$ cat config.mk
export PLATFORM = sky130hd
export DESIGN_NAME = tlipc_ctrl
export DESIGN_NICKNAME = d
export VERILOG_FILES = /design/src/tlipc_pick.sv /design/src/tlipc_ctrl.sv
export SDC_FILE = /design/constraint.sdc
export NUM_CORES = 1
export LEC_CHECK = 0
export ABC_CLOCK_PERIOD_IN_PS = 3600
export CAP_MARGIN = 20
export CORE_MARGIN = 10
export CORE_UTILIZATION = 40
export DETAILED_ROUTE_END_ITERATION = 12
export DONT_BUFFER_PORTS = 1
export SYNTH_ARGS = -nofsm -noshare
export SYNTH_HDL_FRONTEND = slang
export SYNTH_SLANG_ARGS = --single-unit
$ cat constraint.sdc
create_clock -name sys_clk_i -period 3.6 [get_ports sys_clk_i]
set_input_delay 0.18 -clock sys_clk_i [delete_from_list [all_inputs] [get_ports sys_clk_i]]
set_output_delay 0.18 -clock sys_clk_i [all_outputs]
set_load 0.005 [all_outputs]
$ cat src/tlipc_pick.sv
// Package for the interrupt priority controller and its fixed-order picker
package tlipc_pkg;
  localparam int N_SRC = 11;
  localparam int CLKS_PER_MC = 4;
  localparam logic [1:0] MC_LAST = 2'h3;
  // Register byte offsets
  localparam logic [7:0] OFF_IRQ_EN = 8'h00;
  localparam logic [7:0] OFF_EXT_EN = 8'h04;
  localparam logic [7:0] OFF_PRIO_LOW = 8'h08;
  localparam logic [7:0] OFF_EXT_PRIO = 8'h0c;
  localparam logic [7:0] OFF_EVT_STATUS = 8'h10;
  localparam logic [7:0] OFF_EVT_CLEAR = 8'h14;
  localparam logic [7:0] OFF_EVT_ENABLE = 8'h18;
  localparam logic [7:0] OFF_SERVICE = 8'h1c;
  localparam logic [7:0] REG_RESET = 8'h00;
  localparam int GLOBAL_EN_BIT = 7;
  localparam int SERIAL_BIT = 6;
  localparam int N_BASE_SRC = 4;
  localparam int SERIAL_SRC = 4;
  localparam int CALLER_SRC = 7;
  localparam int WATCHDOG_SRC = 10;
  // Vectors
  localparam logic [7:0] VEC_BASE_LO = 8'h03;
  localparam logic [7:0] VEC_BASE_HI = 8'h3b;
  localparam logic [7:0] VEC_STEP = 8'h08;
  // Event status bits
  localparam int N_EVT = 3;
  localparam int EVT_CALL = 0;
  localparam int EVT_RETURN = 1;
  localparam int EVT_WITHHELD = 2;
  localparam logic [1:0] RESP_OKAY = 2'h0;
  localparam logic [1:0] RESP_SLVERR = 2'h2;

  typedef struct packed {
    logic valid;
    logic [3:0] idx;
  } tlipc_pick_t;

  typedef struct packed {
    logic [1:0] mc_cnt;
    logic tick;
    logic [7:0] ie;
    logic [7:0] ext_irq_enable_reg;
    logic [7:0] ip;
    logic [7:0] ext_prio_reg;
    logic [N_EVT-1:0] sts;
    logic [N_EVT-1:0] msk;
    logic in_hi;
    logic in_lo;
    logic long_call_op;
    logic [7:0] vec;
    logic [N_SRC-1:0] fclr;
    logic irq;
    logic aw_got;
    logic w_got;
    logic [7:0] awaddr;
    logic [31:0] wdata;
    logic [3:0] wstrb;
    logic awready;
    logic wready;
    logic bvalid;
    logic [1:0] bresp;
    logic arready;
    logic rvalid;
    logic [31:0] rdata;
    logic [1:0] rresp;
  } tlipc_state_t;
endpackage : tlipc_pkg

`timescale 1ns/1ps
module tlipc_pick
  import tlipc_pkg::*;
(
  input wire logic [N_SRC-1:0] req_i,
  output tlipc_pick_t pick_o
);
  always_comb begin
    pick_o = '0;
    // Walk from the lowest rank up so the lowest index wins
    for (int i = N_SRC - 1; i >= 0; i--) begin
      if (req_i[i]) begin
        pick_o.valid = 1'b1;
        pick_o.idx = 4'(i);
      end
    end
  end
endmodule : tlipc_pick

$ cat src/tlipc_ctrl.sv
// Two-level interrupt priority controller with AXI4-Lite registers
// Functional notes
// Each source picks high or low level
// High routine blocks low; low preemptible
// Same level: fixed order, index 0 first
// Vector 03h step 8; serial 3Bh onward
// Sample and resolve once per machine cycle
// Withhold call if equal/higher in service
// Call only on instruction's last cycle
// No call on enable/priority write or return
// Denied requests are not remembered
// Return-from-interrupt clears active in-service marker
// Plain return leaves in-service marker set
// Global enable gates all source enables
// Caller-line flag is OR of detectors
// Vectoring clears edge and timer flags
// Priority bit one means high level
`timescale 1ns/1ps
module tlipc_ctrl
  import tlipc_pkg::*;
(
  input wire logic sys_clk_i,
  input wire logic nrst_i,
  input wire logic [N_SRC-1:0] req_flags_i,
  input wire logic [7:0] caller_det_flags_i,
  input wire logic ext0_level_i,
  input wire logic ext1_level_i,
  input wire logic last_cycle_i,
  input wire logic prio_write_i,
  input wire logic return_from_irq_i,
  input wire logic plain_return_i,
  output logic long_call_op_o,
  output logic [7:0] vector_o,
  output logic [N_SRC-1:0] flag_clear_o,
  output logic mc_tick_o,
  output logic in_service_hi_o,
  output logic in_service_lo_o,
  output logic irq_o,
  input wire logic [7:0] s_axi_awaddr,
  input wire logic s_axi_awvalid,
  output logic s_axi_awready,
  input wire logic [31:0] s_axi_wdata,
  input wire logic [3:0] s_axi_wstrb,
  input wire logic s_axi_wvalid,
  output logic s_axi_wready,
  output logic [1:0] s_axi_bresp,
  output logic s_axi_bvalid,
  input wire logic s_axi_bready,
  input wire logic [7:0] s_axi_araddr,
  input wire logic s_axi_arvalid,
  output logic s_axi_arready,
  output logic [31:0] s_axi_rdata,
  output logic [1:0] s_axi_rresp,
  output logic s_axi_rvalid,
  input wire logic s_axi_rready
);

  ////////////////////////////////////////////////////////////////////////////
  function automatic logic [7:0] vector_of(input logic [3:0] idx);
    logic [7:0] v;
    if (idx < 4'(N_BASE_SRC)) begin
      v = VEC_BASE_LO + 8'(idx) * VEC_STEP;
    end else begin
      v = VEC_BASE_HI + 8'(idx - 4'(SERIAL_SRC)) * VEC_STEP;
    end
    return v;
  endfunction : vector_of

  function automatic logic mapped(input logic [7:0] a);
    return (a[1:0] == 2'h0) && (a <= OFF_SERVICE);
  endfunction : mapped

  function automatic logic [7:0] merge(input logic [7:0] old,
                                       input logic [31:0] d,
                                       input logic s);
    return s ? d[7:0] : old;
  endfunction : merge

  tlipc_state_t st;
  tlipc_state_t next_st;
  logic [N_SRC-1:0] en_vec;
  logic [N_SRC-1:0] prio_vec;
  logic [N_SRC-1:0] flags;
  logic [N_SRC-1:0] sampled;
  logic [N_SRC-1:0] hw_clearable;
  tlipc_pick_t pick_hi;
  tlipc_pick_t pick_lo;

  ////////////////////////////////////////////////////////////////////////////
  // Map per-source enable and priority bits from the two register pairs
  genvar g;
  generate
    for (g = 0; g < N_SRC; g++) begin : g_map
      if (g < N_BASE_SRC) begin : g_base
        assign en_vec[g] = st.ie[g];
        assign prio_vec[g] = st.ip[g];
      end else if (g == SERIAL_SRC) begin : g_ser
        assign en_vec[g] = st.ie[SERIAL_BIT];
        assign prio_vec[g] = st.ip[SERIAL_BIT];
      end else begin : g_ext
        assign en_vec[g] = st.ext_irq_enable_reg[g-SERIAL_SRC-1];
        assign prio_vec[g] = st.ext_prio_reg[g-SERIAL_SRC-1];
      end
    end
  endgenerate

  always_comb begin
    flags = req_flags_i;
    flags[CALLER_SRC] = |caller_det_flags_i;
    // Level-mode externals must stay asserted by their source
    hw_clearable = '1;
    hw_clearable[0] = ~ext0_level_i;
    hw_clearable[2] = ~ext1_level_i;
    hw_clearable[CALLER_SRC] = 1'b0;
    hw_clearable[WATCHDOG_SRC] = 1'b0;
    // Live flags only: nothing is latched between polls
    sampled = flags & en_vec & {N_SRC{st.ie[GLOBAL_EN_BIT]}};
  end

  tlipc_pick u_pick_hi (
    .req_i(sampled & prio_vec),
    .pick_o(pick_hi)
  );

  tlipc_pick u_pick_lo (
    .req_i(sampled & ~prio_vec),
    .pick_o(pick_lo)
  );

  ////////////////////////////////////////////////////////////////////////////
  always_comb begin
    logic tick;
    logic legal;
    logic take_hi;
    logic take_lo;
    logic [N_EVT-1:0] evt;
    logic [N_EVT-1:0] clr;
    logic do_wr;
    logic [7:0] ra;
    tick = 1'b0;
    legal = 1'b0;
    take_hi = 1'b0;
    take_lo = 1'b0;
    evt = '0;
    clr = '0;
    do_wr = 1'b0;
    ra = s_axi_araddr;
    next_st = st;
    next_st.long_call_op = 1'b0;
    next_st.fclr = '0;

    // Machine-cycle divider
    tick = (st.mc_cnt == MC_LAST);
    next_st.mc_cnt = st.mc_cnt + 2'h1;
    // Registered so the tick output is a flop and stays low in reset
    next_st.tick = tick;

    // Poll on the machine-cycle tick
    legal = tick && last_cycle_i;
    legal = legal && !prio_write_i && !return_from_irq_i;
    take_hi = legal && pick_hi.valid && !st.in_hi;
    take_lo = legal && !pick_hi.valid && pick_lo.valid
              && !st.in_hi && !st.in_lo;
    if (take_hi) begin
      next_st.long_call_op = 1'b1;
      next_st.vec = vector_of(pick_hi.idx);
      next_st.in_hi = 1'b1;
      next_st.fclr[pick_hi.idx] = hw_clearable[pick_hi.idx];
      evt[EVT_CALL] = 1'b1;
    end else if (take_lo) begin
      next_st.long_call_op = 1'b1;
      next_st.vec = vector_of(pick_lo.idx);
      next_st.in_lo = 1'b1;
      next_st.fclr[pick_lo.idx] = hw_clearable[pick_lo.idx];
      evt[EVT_CALL] = 1'b1;
    end else if (tick && (pick_hi.valid || pick_lo.valid)) begin
      evt[EVT_WITHHELD] = 1'b1;
    end

    // Return from interrupt retires the most recent level
    if (tick && return_from_irq_i) begin
      if (st.in_hi) begin
        next_st.in_hi = 1'b0;
      end else begin
        next_st.in_lo = 1'b0;
      end
      evt[EVT_RETURN] = 1'b1;
    end
    // A plain return is seen but never touches the markers
    if (plain_return_i) begin
      next_st.in_hi = next_st.in_hi;
    end

    ////////////////////////////////////////////////////////////////////////
    // AXI4-Lite write path: address and data accepted in either order
    if (s_axi_awvalid && st.awready) begin
      next_st.aw_got = 1'b1;
      next_st.awaddr = s_axi_awaddr;
    end
    if (s_axi_wvalid && st.wready) begin
      next_st.w_got = 1'b1;
      next_st.wdata = s_axi_wdata;
      next_st.wstrb = s_axi_wstrb;
    end
    // Both halves must be in; a standing response holds off the next write
    do_wr = st.aw_got && st.w_got && !st.bvalid;
    if (do_wr) begin
      next_st.aw_got = 1'b0;
      next_st.w_got = 1'b0;
      next_st.bvalid = 1'b1;
      next_st.bresp = mapped(st.awaddr) ? RESP_OKAY : RESP_SLVERR;
      case (st.awaddr)
        OFF_IRQ_EN: next_st.ie = merge(st.ie, st.wdata, st.wstrb[0]);
        OFF_EXT_EN: next_st.ext_irq_enable_reg = merge(st.ext_irq_enable_reg, st.wdata, st.wstrb[0]);
        OFF_PRIO_LOW: next_st.ip = merge(st.ip, st.wdata, st.wstrb[0]);
        OFF_EXT_PRIO: next_st.ext_prio_reg = merge(st.ext_prio_reg, st.wdata, st.wstrb[0]);
        OFF_EVT_CLEAR: clr = st.wstrb[0] ? st.wdata[N_EVT-1:0] : '0;
        OFF_EVT_ENABLE: begin
          if (st.wstrb[0]) begin
            next_st.msk = st.wdata[N_EVT-1:0];
          end
        end
        default: ;
      endcase
    end
    if (st.bvalid && s_axi_bready) begin
      next_st.bvalid = 1'b0;
    end
    next_st.awready = !next_st.aw_got && !next_st.bvalid;
    next_st.wready = !next_st.w_got && !next_st.bvalid;

    // AXI4-Lite read path
    // Data latched with the address, so it stands until rready
    if (s_axi_arvalid && st.arready) begin
      next_st.rvalid = 1'b1;
      next_st.rresp = mapped(ra) ? RESP_OKAY : RESP_SLVERR;
      next_st.rdata = '0;
      case (ra)
        OFF_IRQ_EN: next_st.rdata[7:0] = st.ie;
        OFF_EXT_EN: next_st.rdata[7:0] = st.ext_irq_enable_reg;
        OFF_PRIO_LOW: next_st.rdata[7:0] = st.ip;
        OFF_EXT_PRIO: next_st.rdata[7:0] = st.ext_prio_reg;
        OFF_EVT_STATUS: next_st.rdata[N_EVT-1:0] = st.sts;
        OFF_EVT_ENABLE: next_st.rdata[N_EVT-1:0] = st.msk;
        OFF_SERVICE: next_st.rdata[9:0] = {st.in_hi, st.in_lo, st.vec};
        default: ;
      endcase
    end
    if (st.rvalid && s_axi_rready) begin
      next_st.rvalid = 1'b0;
    end
    next_st.arready = !next_st.rvalid;

    // Sticky events; a set in the clearing cycle survives
    next_st.sts = (st.sts & ~clr) | evt;
    next_st.irq = |(next_st.sts & next_st.msk);
  end

  always_ff @(posedge sys_clk_i) begin
    if (!nrst_i) begin
      st <= '0;
    end else begin
      st <= next_st;
    end
  end

  ////////////////////////////////////////////////////////////////////////////
  assign long_call_op_o = st.long_call_op;
  assign vector_o = st.vec;
  assign flag_clear_o = st.fclr;
  assign mc_tick_o = st.tick;
  assign in_service_hi_o = st.in_hi;
  assign in_service_lo_o = st.in_lo;
  assign irq_o = st.irq;
  assign s_axi_awready = st.awready;
  assign s_axi_wready = st.wready;
  assign s_axi_bresp = st.bresp;
  assign s_axi_bvalid = st.bvalid;
  assign s_axi_arready = st.arready;
  assign s_axi_rdata = st.rdata;
  assign s_axi_rresp = st.rresp;
  assign s_axi_rvalid = st.rvalid;

endmodule : tlipc_ctrl

==> results.md, run 1 <==
Final layout:
- The summed area of non-filler cells in the final layout is 5750 sq um.
- Relative to the synthesized area, the layout overhead comes to 5.24%.
- The net count of the finished layout is 717.
- Once layout is complete, the cells apart from fillers number 792.
- The fraction of layout cells with a size suffix above 1 is 6.33%.
- The number of diodes is 0.
- At the end of the flow the core is filled with cells to 43.3%.

Worst setup path:
- The largest stage delay on the critical path is 0.39 ns.
- The worst register-to-register path ends at flag_clear_o[10]$_SDFF_PN0_.
- Setup slack on the worst reg-to-reg path comes out at between 0.6 and 0.7 ns.
- The critical path goes through buf_4 -> nand4_1 -> nor3b_1 -> o311a_4 -> o21ai_4 -> inv_2 -> ha_1 -> a2111oi_4 -> nand2_1 -> nor4_1 -> a41o_1.
- The family with the most delay on the worst path is compound AO/OA/AOI/OAI gates.
- STA classifies the critical path startpoint as a flip-flop.
- STA puts the critical path data required time at about 3.9 ns.
- The critical setup path kind is reg -> reg.
- The startpoint identified for the worst register-to-register timing path is st[147]$_SDFFE_PN0P_.
- The critical path contains buffers and inverters numbering 2 combined.
- The kind of end point of the critical path is a flip-flop.
- The arrival time at the worst endpoint is about 3.2 ns.
- The worst-case reg-to-reg path depth is 11.
- Of all nets on the critical path, the largest fanout is 25.
- The cell type of the slowest stage on the worst timing path is sky130_fd_sc_hd__dfxtp_1.

Route:
- The number of iterations in the first detailed-routing pass is 5.
- The via count is 4317.
- In the routed layout, each cell is associated on average with a via count of 5.45.
- The post-detailed-routing wire length is 14700 um.
- The antenna violation net count after detailed routing is 0.
- For this run, design rule violations remaining after detail routing come to 0.
- The routed length per placed instance is 18.5 um.
- The iteration-0 DRC count of the detailed router is approximately 240.

Clock tree:
- The cell sitting at the root of the clock tree is a sky130_fd_sc_hd__clkbuf_16.
- The H-tree depth is 3.
- The number of clock buffers added by TritonCTS is 9.
- At the later pin of the worst-skew pair, clock insertion delay measures 0.36 ns.
- Buffers added to address setup during post-CTS repair amount to 0.
- The clock transition time at the flip-flop clock pins of the worst setup and hold paths is 0.07 ns.
- The CTS tree is built.
- The number of buffers between clock root and the deepest sink is 2.
- The TritonCTS sink count is a little under 100.

STA:
- The setup clock skew after layout is ~0.0094 ns.
- Setup repair after global routing left no endpoint under its margin.
- The highest achievable clock rate is 341 MHz.
- The final critical-path required period is 2.93 ns.
- The total of endpoints with negative setup slack in the final report is 0.
- Hold timing on the final database bottoms out at a slack of around 0.013 ns.
- Of the available clock period, the critical path in the final layout requires 81.4%.
- The final hold violation count is 0.
- The pin slew with the least headroom to its limit is roughly 0.84 ns.
- The worst slew margin relative to its limit is 43.6%.
- The max-slew violation count was 0.
- The total negative setup slack is 0 ns.

Place:
- The number of placed instances, taps included is around 760.
- Routability-driven placement finished with a final weighted congestion of 0.882.
- The wire-length estimate of the detail-placed layout is 11400 um.
- Once placement finished, the instance area stood at 5260 sq um.
- The count of buffers added on input and output ports is 0.

Power and ir drop:
- The analysis attributes to cell leakage a power of 0.00229 uW.
- VDD sags by at most 0.302 mV.
- In this run the power density over the cells is 392 nW/um^2.

Logic synthesis:
- In this run the mean area of a mapped cell was roughly 8.6 sq um.
- The synthesized design contains 98 register bits.
- Among all cell types in the netlist, the one instantiated most often is sky130_fd_sc_hd__dfxtp_1.
- The dominant register cell in the synthesized netlist is sky130_fd_sc_hd__dfxtp_1.
- Counting instances in the post-synthesis netlist gives the leading cell types as sky130_fd_sc_hd__dfxtp_1 (98), sky130_fd_sc_hd__nand2_1 (84), sky130_fd_sc_hd__nor2_1 (57).
- For this run, asynchronously set or reset flops after synthesis account for 0%.
- The top cell type by area accounts for between 30% and 40% of the synthesized area.
- The cell count after synthesis came out at 639.
- The number of distinct library cells after synthesis is 63.
- Yosys attributes the largest share of cell area to sky130_fd_sc_hd__dfxtp_1 (36%), sky130_fd_sc_hd__buf_4 (7.6%), sky130_fd_sc_hd__mux2i_1 (7.0%).
- The biggest area contributor in the post-synthesis netlist is sky130_fd_sc_hd__dfxtp_1.
- The sequential cell area fraction in the yosys report is between 30 and 40%.
- Counting flops with a built-in enable in the synthesized netlist gives 0.
- The warning count from the yosys run is 0.
- The synthesized area is around 5500 sq um.

Global routing:
- The global-route total usage across every layer is 15.7%.
- The total grt overflow is 0.
- The number of global-route vias before repair is approximately 4300.
- Entering global routing, the biggest net connects 46 pins.
- The initial antenna violation count was 0.
- The global-route wire length before repair is 23200 um.

Flow run:
- The tool flagged a number of max-cap violations equal to 0.

Worst hold path:
- The min-delay analysis places its worst path in the category in -> reg.
- The worst hold path terminates at s_axi_arready$_SDFF_PN0_.
- The instance count along the most critical hold path is 2.
- The start point of the worst min-delay path is s_axi_rready.

Die:
- The die height is roughly 140 um.
- The core area is 13300 sq um.
- The die width is about 140 um.
- The die covers 18700 sq um.
- The number of top-level pins is 149.
- The site row count is 42.
- Once the floorplan was initialized, standard cells occupied 41.1% of the core.

Run status:
- The flow ran to the end, and the final reports show no timing, DRC or antenna violations.
## metal layers
metal  up-vias  share of wire [%]  global-route usage [%]
li1       2131                  -                       -
met4         0                2.2                    5.21
met1      2040                 41                    18.7
met5         -                  0                       0
met3        21                6.5                    4.29
met2       125                 50                    26.8
## stage by stage
step | power, uW | setup WS, ns
after floorplan | 1250 | 1.08
after CTS | 2270 | 0.642
after global placement | 1240 | 0.756
final | 2250 | 0.670
after detailed placement | 1240 | 0.667
after global routing | 2330 | 0.396
## state kept, by name (all words and copies together) (netlist names), 6 cells and up
signal	cells
en_vec	11
flag_clear_o	11
prio_vec	11
s_axi_rdata	10
st	37
vector_o	6
## report_power, final
group	total, uW	switching, uW	internal [uW]
clock network	1020	462	556
logic	108	67.5	40.8
registers	1130	22.7	1110
total	2250	552	1700
## cells by family after synthesis
group | after synthesis | synth area share [%]
AO/OA/AOI/OAI | 119 | 15.5
XOR/XNOR | 6 | 0.961
adder cells (fa/ha/maj) | 22 | 5.03
buffers and inverters | 99 | 10.9
flip-flops | 98 | 35.9
multiplexers | 39 | 7.16
other | 1 | 0.0686
AND/OR/NAND/NOR | 255 | 24.5
## area by class of cell
cell class,instances,area [sq um]
well taps,176,220
clock inverters,7,90.1
multi-input cells,466,3000
fillers,1327,7540
repair buffers,21,203
inverters,15,56.3
clock buffers,9,225
flip-flops and latches,98,1960
## worst max path at each step
stage                                        endpoint  cells past startpoint                 start
after floorplan           flag_clear_o[10]$_SDFF_PN0_                     11  st[147]$_SDFFE_PN0P_
after global placement     flag_clear_o[8]$_SDFF_PN0_                     11  st[147]$_SDFFE_PN0P_
after detailed placement  flag_clear_o[10]$_SDFF_PN0_                     11  st[147]$_SDFFE_PN0P_
after CTS                 flag_clear_o[10]$_SDFF_PN0_                     11  st[147]$_SDFFE_PN0P_
after global routing      flag_clear_o[10]$_SDFF_PN0_                     11  st[147]$_SDFFE_PN0P_
final                     flag_clear_o[10]$_SDFF_PN0_                     11  st[147]$_SDFFE_PN0P_
## what timing repair did
| item | CTS | global route |
|---|---|---|
| endpoints found under the hold margin | 31 | 0 |
| gates resized for setup | 0 | 0 |
| hold buffers | 18 | 0 |
## layout by cell type, fill, tap and decap left out, drive strengths merged, types with 4 or more instances in the layout
cell	count
dfxtp	98
nand2	84
nor2	59
a21oi	48
mux2i	38
conb	25
ha	22
inv	19
dlygate4sd3	18
nand3	16
and2	15
nor3	14
o21ai	14
a22oi	12
nor4	12
nand4	11
nand4b	9
clkbuf	9
and3	7
nand3b	6
a41o	6
a32o	5
a22o	5
nand2b	4
a211oi	4
and4	4
xor2	4
a2111oi	4
(Power assumes the default switching activity.)
==> inputs of run 2 (changes only) <==
ABC_CLOCK_PERIOD_IN_PS = 2500   (was 3600)
clock period = 2.5 ns   (was 3.6 ns; I/O delays follow)
==> run 2 against run 1 <==
Global-route usage decreased by 0.13 points. Highest routed layer unchanged. Sequential power increased by 43%. Worst hold slack got worse by 0.0054 ns. Maximum frequency increased by 18%. Critical path type unchanged. Combinational power increased by 52%.
==> results.md, run 2 (synthesis results as in run 1) <==
Run status:
- The run finished with clean final reports.

Final layout:
- The area growth from synthesis to layout is 15.4%.
- The utilization after layout is 47.4% (+4.2 points).
- The number of nets in the final layout is 772 (+7.7%).
- The summed area of non-filler cells in the final layout is 6310 sq um (+9.6%).
- The area taken by flip-flops and latches came to 1970 sq um (+0.19%).
- The fraction of layout cells with a size suffix above 1 is 16.8% (+11 points).
- The number of filler instances in the final layout is 1318 (-0.68%).
- The number of diodes was 0 (unchanged).
- The number of flip-flops under the largest register name is 37 (unchanged).
- The non-filler instance count after layout is 847 (+6.9%).
- In the layout the commonest cells are sky130_fd_sc_hd__dfxtp_1 (97), sky130_fd_sc_hd__nand2_1 (81), sky130_fd_sc_hd__nor2_1 (56), sky130_fd_sc_hd__buf_4 (54), sky130_fd_sc_hd__a21oi_1 (47).
- The multi-input gate area in the final layout came to 3120 sq um (+4.0%).
- The most frequent standard cell in the layout excluding fill and tap cells is sky130_fd_sc_hd__dfxtp_1.
- st holds more flip-flops than any other register.

Route:
- The routed length per placed instance was 17.9 um (-3.3%).
- The number of iterations in the first detailed-routing pass came to 4 (-1).
- The detail-routed via count per cell came to 5.36 (-1.7%).
- The met3 wirelength from detailed routing came to 925 um (-2.3%).
- The iteration-0 DRC count of the detailed router is 236 (-3.3%).
- The antenna violation net count after detailed routing came to 0 (unchanged).
- The highest layer touched by signal routing is met4.
- The via count is 4540 (+5.2%).
- The post-detailed-routing wire length came to 15200 um (+3.4%).
- The length of routed wiring on met1 was 6070 um (+0.38%).
- The sum of met2 wire segment lengths after detailed routing was 7900 um (+7.6%).
- The DRC violation count after routing is 0 (unchanged).

STA:
- Setup repair after global routing could not meet its margin everywhere.
- The worst slew margin relative to its limit came to 55.9% (+12 points).
- The max-slew violation count is 0 (unchanged).
- The setup clock skew after layout is 0.00974 ns (+0.000341 ns).
- The pin slew with the least headroom to its limit came to 0.645 ns (-0.196 ns).
- The share of the cycle needed by the critical path after routing was 99.3% (+18 points).
- The final critical-path required period is 2.48 ns (-0.446 ns).
- The worst hold slack came to 0.00764 ns (-0.00544 ns).
- The highest achievable clock rate is 403 MHz (+18%).
- The final hold violation count is 0 (unchanged).
- The total of endpoints with negative setup slack in the final report is 0 (unchanged).

Clock tree:
- The number of buffers between clock root and the deepest sink is 2 (unchanged).
- The TritonCTS sink count was 98 (unchanged).
- The H-tree depth came to 3 (unchanged).
- In this run the clock root is driven by a sky130_fd_sc_hd__clkbuf_16.
- The clock transition time at the flip-flop clock pins of the worst setup and hold paths was 0.07 ns (about the same).
- The CTS tree is built.
- The clock latency of the later-clocked register in the worst-skew pair is 0.36 ns (about the same).
- The clock buffer count from CTS is 9 (unchanged).

Place:
- The number of input and output port buffers inserted is 0 (unchanged).
- The global placer's final weighted congestion is 0.900 (+2.0%).
- The number of placed instances, taps included is 806 (+6.3%).
- The placement-stage cell area was 5640 sq um (+7.3%).
- The placed wire-length estimate is 11800 um (+3.0%).

Die:
- The site row count was 42 (unchanged).
- The full die area is 18700 sq um (unchanged).
- The die width is 137 um (unchanged).
- The die height is 137 um (unchanged).
- The core area is 13300 sq um (unchanged).
- The starting utilization of the core area is 41.1% (unchanged).
- The number of top-level pins was 149 (unchanged).

Worst setup path:
- The required time of the worst setup path was 2.80 ns (-1.10 ns).
- The worst-case reg-to-reg path depth was 10 (-1).
- The worst setup path is launched from a flip-flop.
- The worst setup slack for register-to-register paths is 0.02 ns (-0.65 ns).
- The worst setup path is of the reg -> reg kind.
- The arrival time at the worst endpoint is 2.78 ns (-0.45 ns).
- The launch instance of the worst register-to-register path is st[147]$_SDFFE_PN0P_.
- The reg-to-reg critical path endpoint is flag_clear_o[3]$_SDFF_PN0_.
- The kind of end point of the critical path is a flip-flop.
- The maximum fanout count along the critical path is 22 (-12%).

Global routing:
- The global-route total usage across every layer is 15.6% (-0.13 points).
- The initial antenna violation count is 0 (unchanged).
- The number of global-route vias before repair is 4249 (-1.9%).
- The global-route wire length before repair is 22900 um (-1.6%).
- The total grt overflow is 0 (unchanged).
- The largest net degree at the start of global routing is 44 (-4.3%).

Power and ir drop:
- The maximum ir drop on the vdd rail is 0.467 mV (+55%).
- The total power is 3250 uW (+44%).
- The cell area power density came to 515 nW/um^2 (+32%).
- The leakage power of the design is 0.00258 uW (+13%).

Worst hold path:
- The worst hold path begins at s_axi_araddr[3].
- The type of the worst min-delay path is in -> reg.
- The endpoint with the worst hold slack is s_axi_rdata[7]$_SDFFE_PN0P_.
- The instance count along the most critical hold path is 3 (+1).

Flow run:
- The max capacitance violation total came to 0 (unchanged).
## run 2: repair_timing
| action | 4_1_cts | 5_1_grt |
|---|---|---|
| setup buffers | 0 | 5 |
| endpoints found under the setup margin | 7 | 16 |
| gates resized for setup | 2 | 24 |
| pin swaps | 3 | 11 |
| hold endpoints to repair | 33 | 0 |
| hold buffers | 20 | 0 |
## run 2: worst max path at each step
stage / from / to
floorplan: st[147]$_SDFFE_PN0P_ / flag_clear_o[10]$_SDFF_PN0_
global placement: st[147]$_SDFFE_PN0P_ / flag_clear_o[8]$_SDFF_PN0_
detailed placement: st[147]$_SDFFE_PN0P_ / flag_clear_o[8]$_SDFF_PN0_
CTS: st[147]$_SDFFE_PN0P_ / flag_clear_o[8]$_SDFF_PN0_
global route: st[147]$_SDFFE_PN0P_ / flag_clear_o[3]$_SDFF_PN0_
finish: st[147]$_SDFFE_PN0P_ / flag_clear_o[3]$_SDFF_PN0_
## run 2: final cells by class
cell class / instances / area share (%)
Inverter: 15 / 0.893
Timing Repair Buffer: 76 / 10.1
Tap cell: 176 / 3.49
Sequential cell: 98 / 31.2
Clock buffer: 9 / 3.57
Multi-Input combinational cell: 466 / 49.5
Clock inverter: 7 / 1.33
## run 2: per-layer routing
layer  GRT usage [%]  up-vias
li1                -     2246
met4            4.98        0
met3            4.03       16
met5               0        -
met2            27.9      103
met1            17.6     2175
## run 2: worst max-delay path, cell delays in order (launching register included)
cell and delay (ns):
sky130_fd_sc_hd__dfxtp_4 0.36, sky130_fd_sc_hd__buf_12 0.15, sky130_fd_sc_hd__and4_4 0.19, sky130_fd_sc_hd__o311a_4 0.39
sky130_fd_sc_hd__o21ai_4 0.14, sky130_fd_sc_hd__inv_2 0.07, sky130_fd_sc_hd__ha_4 0.16, sky130_fd_sc_hd__a2111oi_4 0.39
sky130_fd_sc_hd__nand2_2 0.18, sky130_fd_sc_hd__nor3_4 0.21, sky130_fd_sc_hd__a22o_1 0.17
## run 2: power by group
part | internal (uW) | switching, uW
sequential | 1590 | 33.6
clock | 799 | 662
combinational | 64.9 | 99.1
## run 2: metrics by stage
| stage | setup slack [ns] | TNS, ns |
|---|---|---|
| 2_1_floorplan | 0.0000366 | 0 |
| 3_3_place_gp | -0.0168 | -0.0305 |
| 3_5_place_dp | -0.0478 | -0.101 |
| 4_1_cts | 0.00376 | 0 |
| 5_1_grt | -0.0746 | -0.465 |
| 6_report | 0.0165 | 0 |
==> inputs of run 3 (changes only) <==
CORE_MARGIN = not set   (was 10)
==> run 3 against run 2 <==
Worst hold slack better by 0.032 ns. Wire length down 3.0%. Sequential cell count unchanged. Register-to-register slack about the same. Maximum frequency up 0.20%. Sequential power about the same. Critical path depth unchanged. Global-route usage up 5.3 points. Critical path type unchanged.
==> results.md, run 3 (synthesis results as in run 1) <==
Run status:
- The run finished with clean final reports.

Global routing:
- The number of global-route vias before repair is 4411 (+3.8%).
- The total grt overflow was 0 (unchanged).
- The global-route total usage across every layer is 20.9% (+5.3 points).
- The largest net degree at the start of global routing is 41 (-6.8%).
- The initial antenna violation count came to 0 (unchanged).
- The global-route wire length before repair is 22900 um (+0.30%).

Die:
- The core area is 13300 sq um (unchanged).
- The die height came to 119 um (-13%).
- The starting utilization of the core area is 41.1% (unchanged).
- The full die area is 14100 sq um (-25%).
- The number of top-level pins is 149 (unchanged).
- The die width came to 119 um (-13%).
- The site row count was 42 (unchanged).

Clock tree:
- The TritonCTS sink count is 98 (unchanged).
- The clock buffer count from CTS is 9 (unchanged).
- The CTS tree is built.
- The buffer type at the clock tree root is sky130_fd_sc_hd__clkbuf_16.
- The clock transition time at the flip-flop clock pins of the worst setup and hold paths is 0.07 ns (about the same).
- The number of buffers between clock root and the deepest sink is 2 (unchanged).
- The H-tree depth is 3 (unchanged).
- The clock latency of the later-clocked register in the worst-skew pair came to 0.35 ns (about the same).

STA:
- The final hold violation count was 0 (unchanged).
- The pin slew with the least headroom to its limit came to 0.676 ns (+0.0312 ns).
- The share of the cycle needed by the critical path after routing is 99.1% (-0.19 points).
- The highest achievable clock rate is 403 MHz (+0.20%).
- The setup clock skew after layout is 0.00592 ns (-0.00383 ns).
- The total of endpoints with negative setup slack in the final report was 0 (unchanged).
- The worst slew margin relative to its limit was 54.9% (-1.0 points).
- Setup repair after global routing could not meet its margin everywhere.
- The max-slew violation count is 0 (unchanged).
- The final critical-path required period is 2.48 ns (-0.00484 ns).

Final layout:
- The non-filler instance count after layout is 848 (+0.12%).
- The number of flip-flops under the largest register name is 37 (unchanged).
- Leaving out fill and tap cells, the most frequent cells in the layout are sky130_fd_sc_hd__dfxtp_1 (97), sky130_fd_sc_hd__nand2_1 (81), sky130_fd_sc_hd__nor2_1 (57), sky130_fd_sc_hd__buf_4 (54), sky130_fd_sc_hd__a21oi_1 (47).
- The number of nets in the final layout is 773 (+0.13%).
- The number of diodes is 0 (unchanged).
- The utilization after layout came to 47.7% (+0.24 points).
- The layout overhead on the synthesized area is 15.9%.
- The area taken by flip-flops and latches was 1970 sq um (unchanged).
- The largest register by flop count is st.
- The number of filler instances in the final layout came to 1252 (-5.0%).
- The multi-input gate area in the final layout is 3140 sq um (+0.80%).
- The fraction of layout cells with a size suffix above 1 is 17.4% (+0.57 points).
- The most frequent standard cell in the layout excluding fill and tap cells is sky130_fd_sc_hd__dfxtp_1.

Route:
- The iteration-0 DRC count of the detailed router is 333 (+41%).
- The number of iterations in the first detailed-routing pass was 5 (+1).
- The routed length per placed instance is 17.3 um (-3.1%).
- The DRC violation count after routing is 0 (unchanged).
- The detail-routed via count per cell came to 5.48 (+2.3%).
- The via count is 4649 (+2.4%).
- The antenna violation net count after detailed routing came to 0 (unchanged).
- The post-detailed-routing wire length is 14700 um (-3.0%).

Flow run:
- The max capacitance violation total is 0 (unchanged).

Power and ir drop:
- The leakage power of the design was 0.00263 uW (+1.8%).
- The cell area power density is 516 nW/um^2 (+0.17%).
- The maximum ir drop on the vdd rail is 0.367 mV (-21%).

Place:
- The placed wire-length estimate is 11000 um (-6.4%).
- The number of placed instances, taps included was 807 (+0.12%).
- The global placer's final weighted congestion is 0.862 (-4.2%).
- The number of input and output port buffers inserted came to 0 (unchanged).

Worst setup path:
- The required time of the worst setup path was 2.80 ns (about the same).
- STA classifies the critical path endpoint as a flip-flop.
- The arrival time at the worst endpoint is 2.78 ns (about the same).
- The critical path launch point type is a flip-flop.
- The critical setup path kind is reg -> reg.
- The maximum fanout count along the critical path is 5 (-77%).

Worst hold path:
- The tightest min-delay check is of the in -> reg type.
run 3: cell count changes in the layout (fill, tap and decap cells not counted), moves of 2 or more:
cell	previous run	this run
sky130_fd_sc_hd__a22oi_1	12	10
sky130_fd_sc_hd__a22oi_2	0	2
sky130_fd_sc_hd__o21ai_2	2	0
sky130_fd_sc_hd__a32o_1	5	3
sky130_fd_sc_hd__a32o_2	0	2
run 3: timing repair:
action | 4_1_cts | 5_1_grt
setup endpoints to repair | 10 | 17
hold buffers | 21 | 0
resized for setup | 5 | 27
gates cloned | 0 | 0
endpoints found under the hold margin | 33 | 0
pin swaps | 3 | 15
buffers inserted | 1 | 3
run 3: critical path, cell delays in order, from the launching register on:
cell                        delay, ns
sky130_fd_sc_hd__dfxtp_4         0.36
sky130_fd_sc_hd__buf_6           0.12
sky130_fd_sc_hd__and4_4          0.18
sky130_fd_sc_hd__o311a_4         0.39
sky130_fd_sc_hd__o21ai_4         0.15
sky130_fd_sc_hd__inv_2           0.07
sky130_fd_sc_hd__ha_4            0.16
sky130_fd_sc_hd__a2111oi_4       0.43
sky130_fd_sc_hd__nand2_2         0.18
sky130_fd_sc_hd__nor3_4          0.21
sky130_fd_sc_hd__a22o_1          0.17
run 3: metal layers:
layer | share of wire [%] | vias to the layer above | global-route usage (%) | wire length (um)
met5 | 0 | - | 0 | 0
met4 | 1.9 | 0 | 6.25 | 280
met3 | 5.1 | 28 | 4.74 | 745
met2 | 51 | 136 | 37.1 | 7530
met1 | 42 | 2244 | 24.9 | 6150
li1 | - | 2241 | - | -
run 3: cell type report:
| cell class | instances | area share, % |
|---|---|---|
| clock inverters | 6 | 1.20 |
| inverters | 15 | 0.888 |
| flip-flops and latches | 98 | 31.0 |
| well taps | 176 | 3.47 |
| clock buffers | 10 | 3.77 |
| repair buffers | 77 | 10.1 |
| multi-input cells | 466 | 49.6 |
run 3: power breakdown:
part	switching [uW]	total, uW	internal, uW
registers	32.4	1620	1590
logic	98.7	164	65.1
clock network	659	1480	826
run 3: per-stage QoR:
stage	power [uW]	instance area [sq um]	setup WS, ns	TNS [ns]	hold WS, ns
floorplan	1800	5570	0.0000366	0	0.261
global placement	1780	5640	-0.0173	-0.0246	0.250
detailed placement	1790	5640	-0.0546	-0.132	0.257
CTS	3290	6200	0.00550	0	0.0332
global route	3380	6340	-0.0953	-0.346	0.0557
finish	3270	6340	0.0214	0	0.0392
run 3: worst paths after layout:
| kind | from | endpoint | slack (ns) | cells past startpoint |
|---|---|---|---|---|
| worst max-delay path | st[147]$_SDFFE_PN0P_ | flag_clear_o[3]$_SDFF_PN0_ | 0.02 | 10 |
| worst min-delay path | return_from_irq_i | in_service_hi_o$_SDFF_PN0_ | 0.04 | 3 |
| worst max register to register | st[147]$_SDFFE_PN0P_ | flag_clear_o[3]$_SDFF_PN0_ | 0.02 | 10 |
| worst min register to register | st[149]$_SDFF_PN0_ | st[149]$_SDFF_PN0_ | 0.42 | 1 |
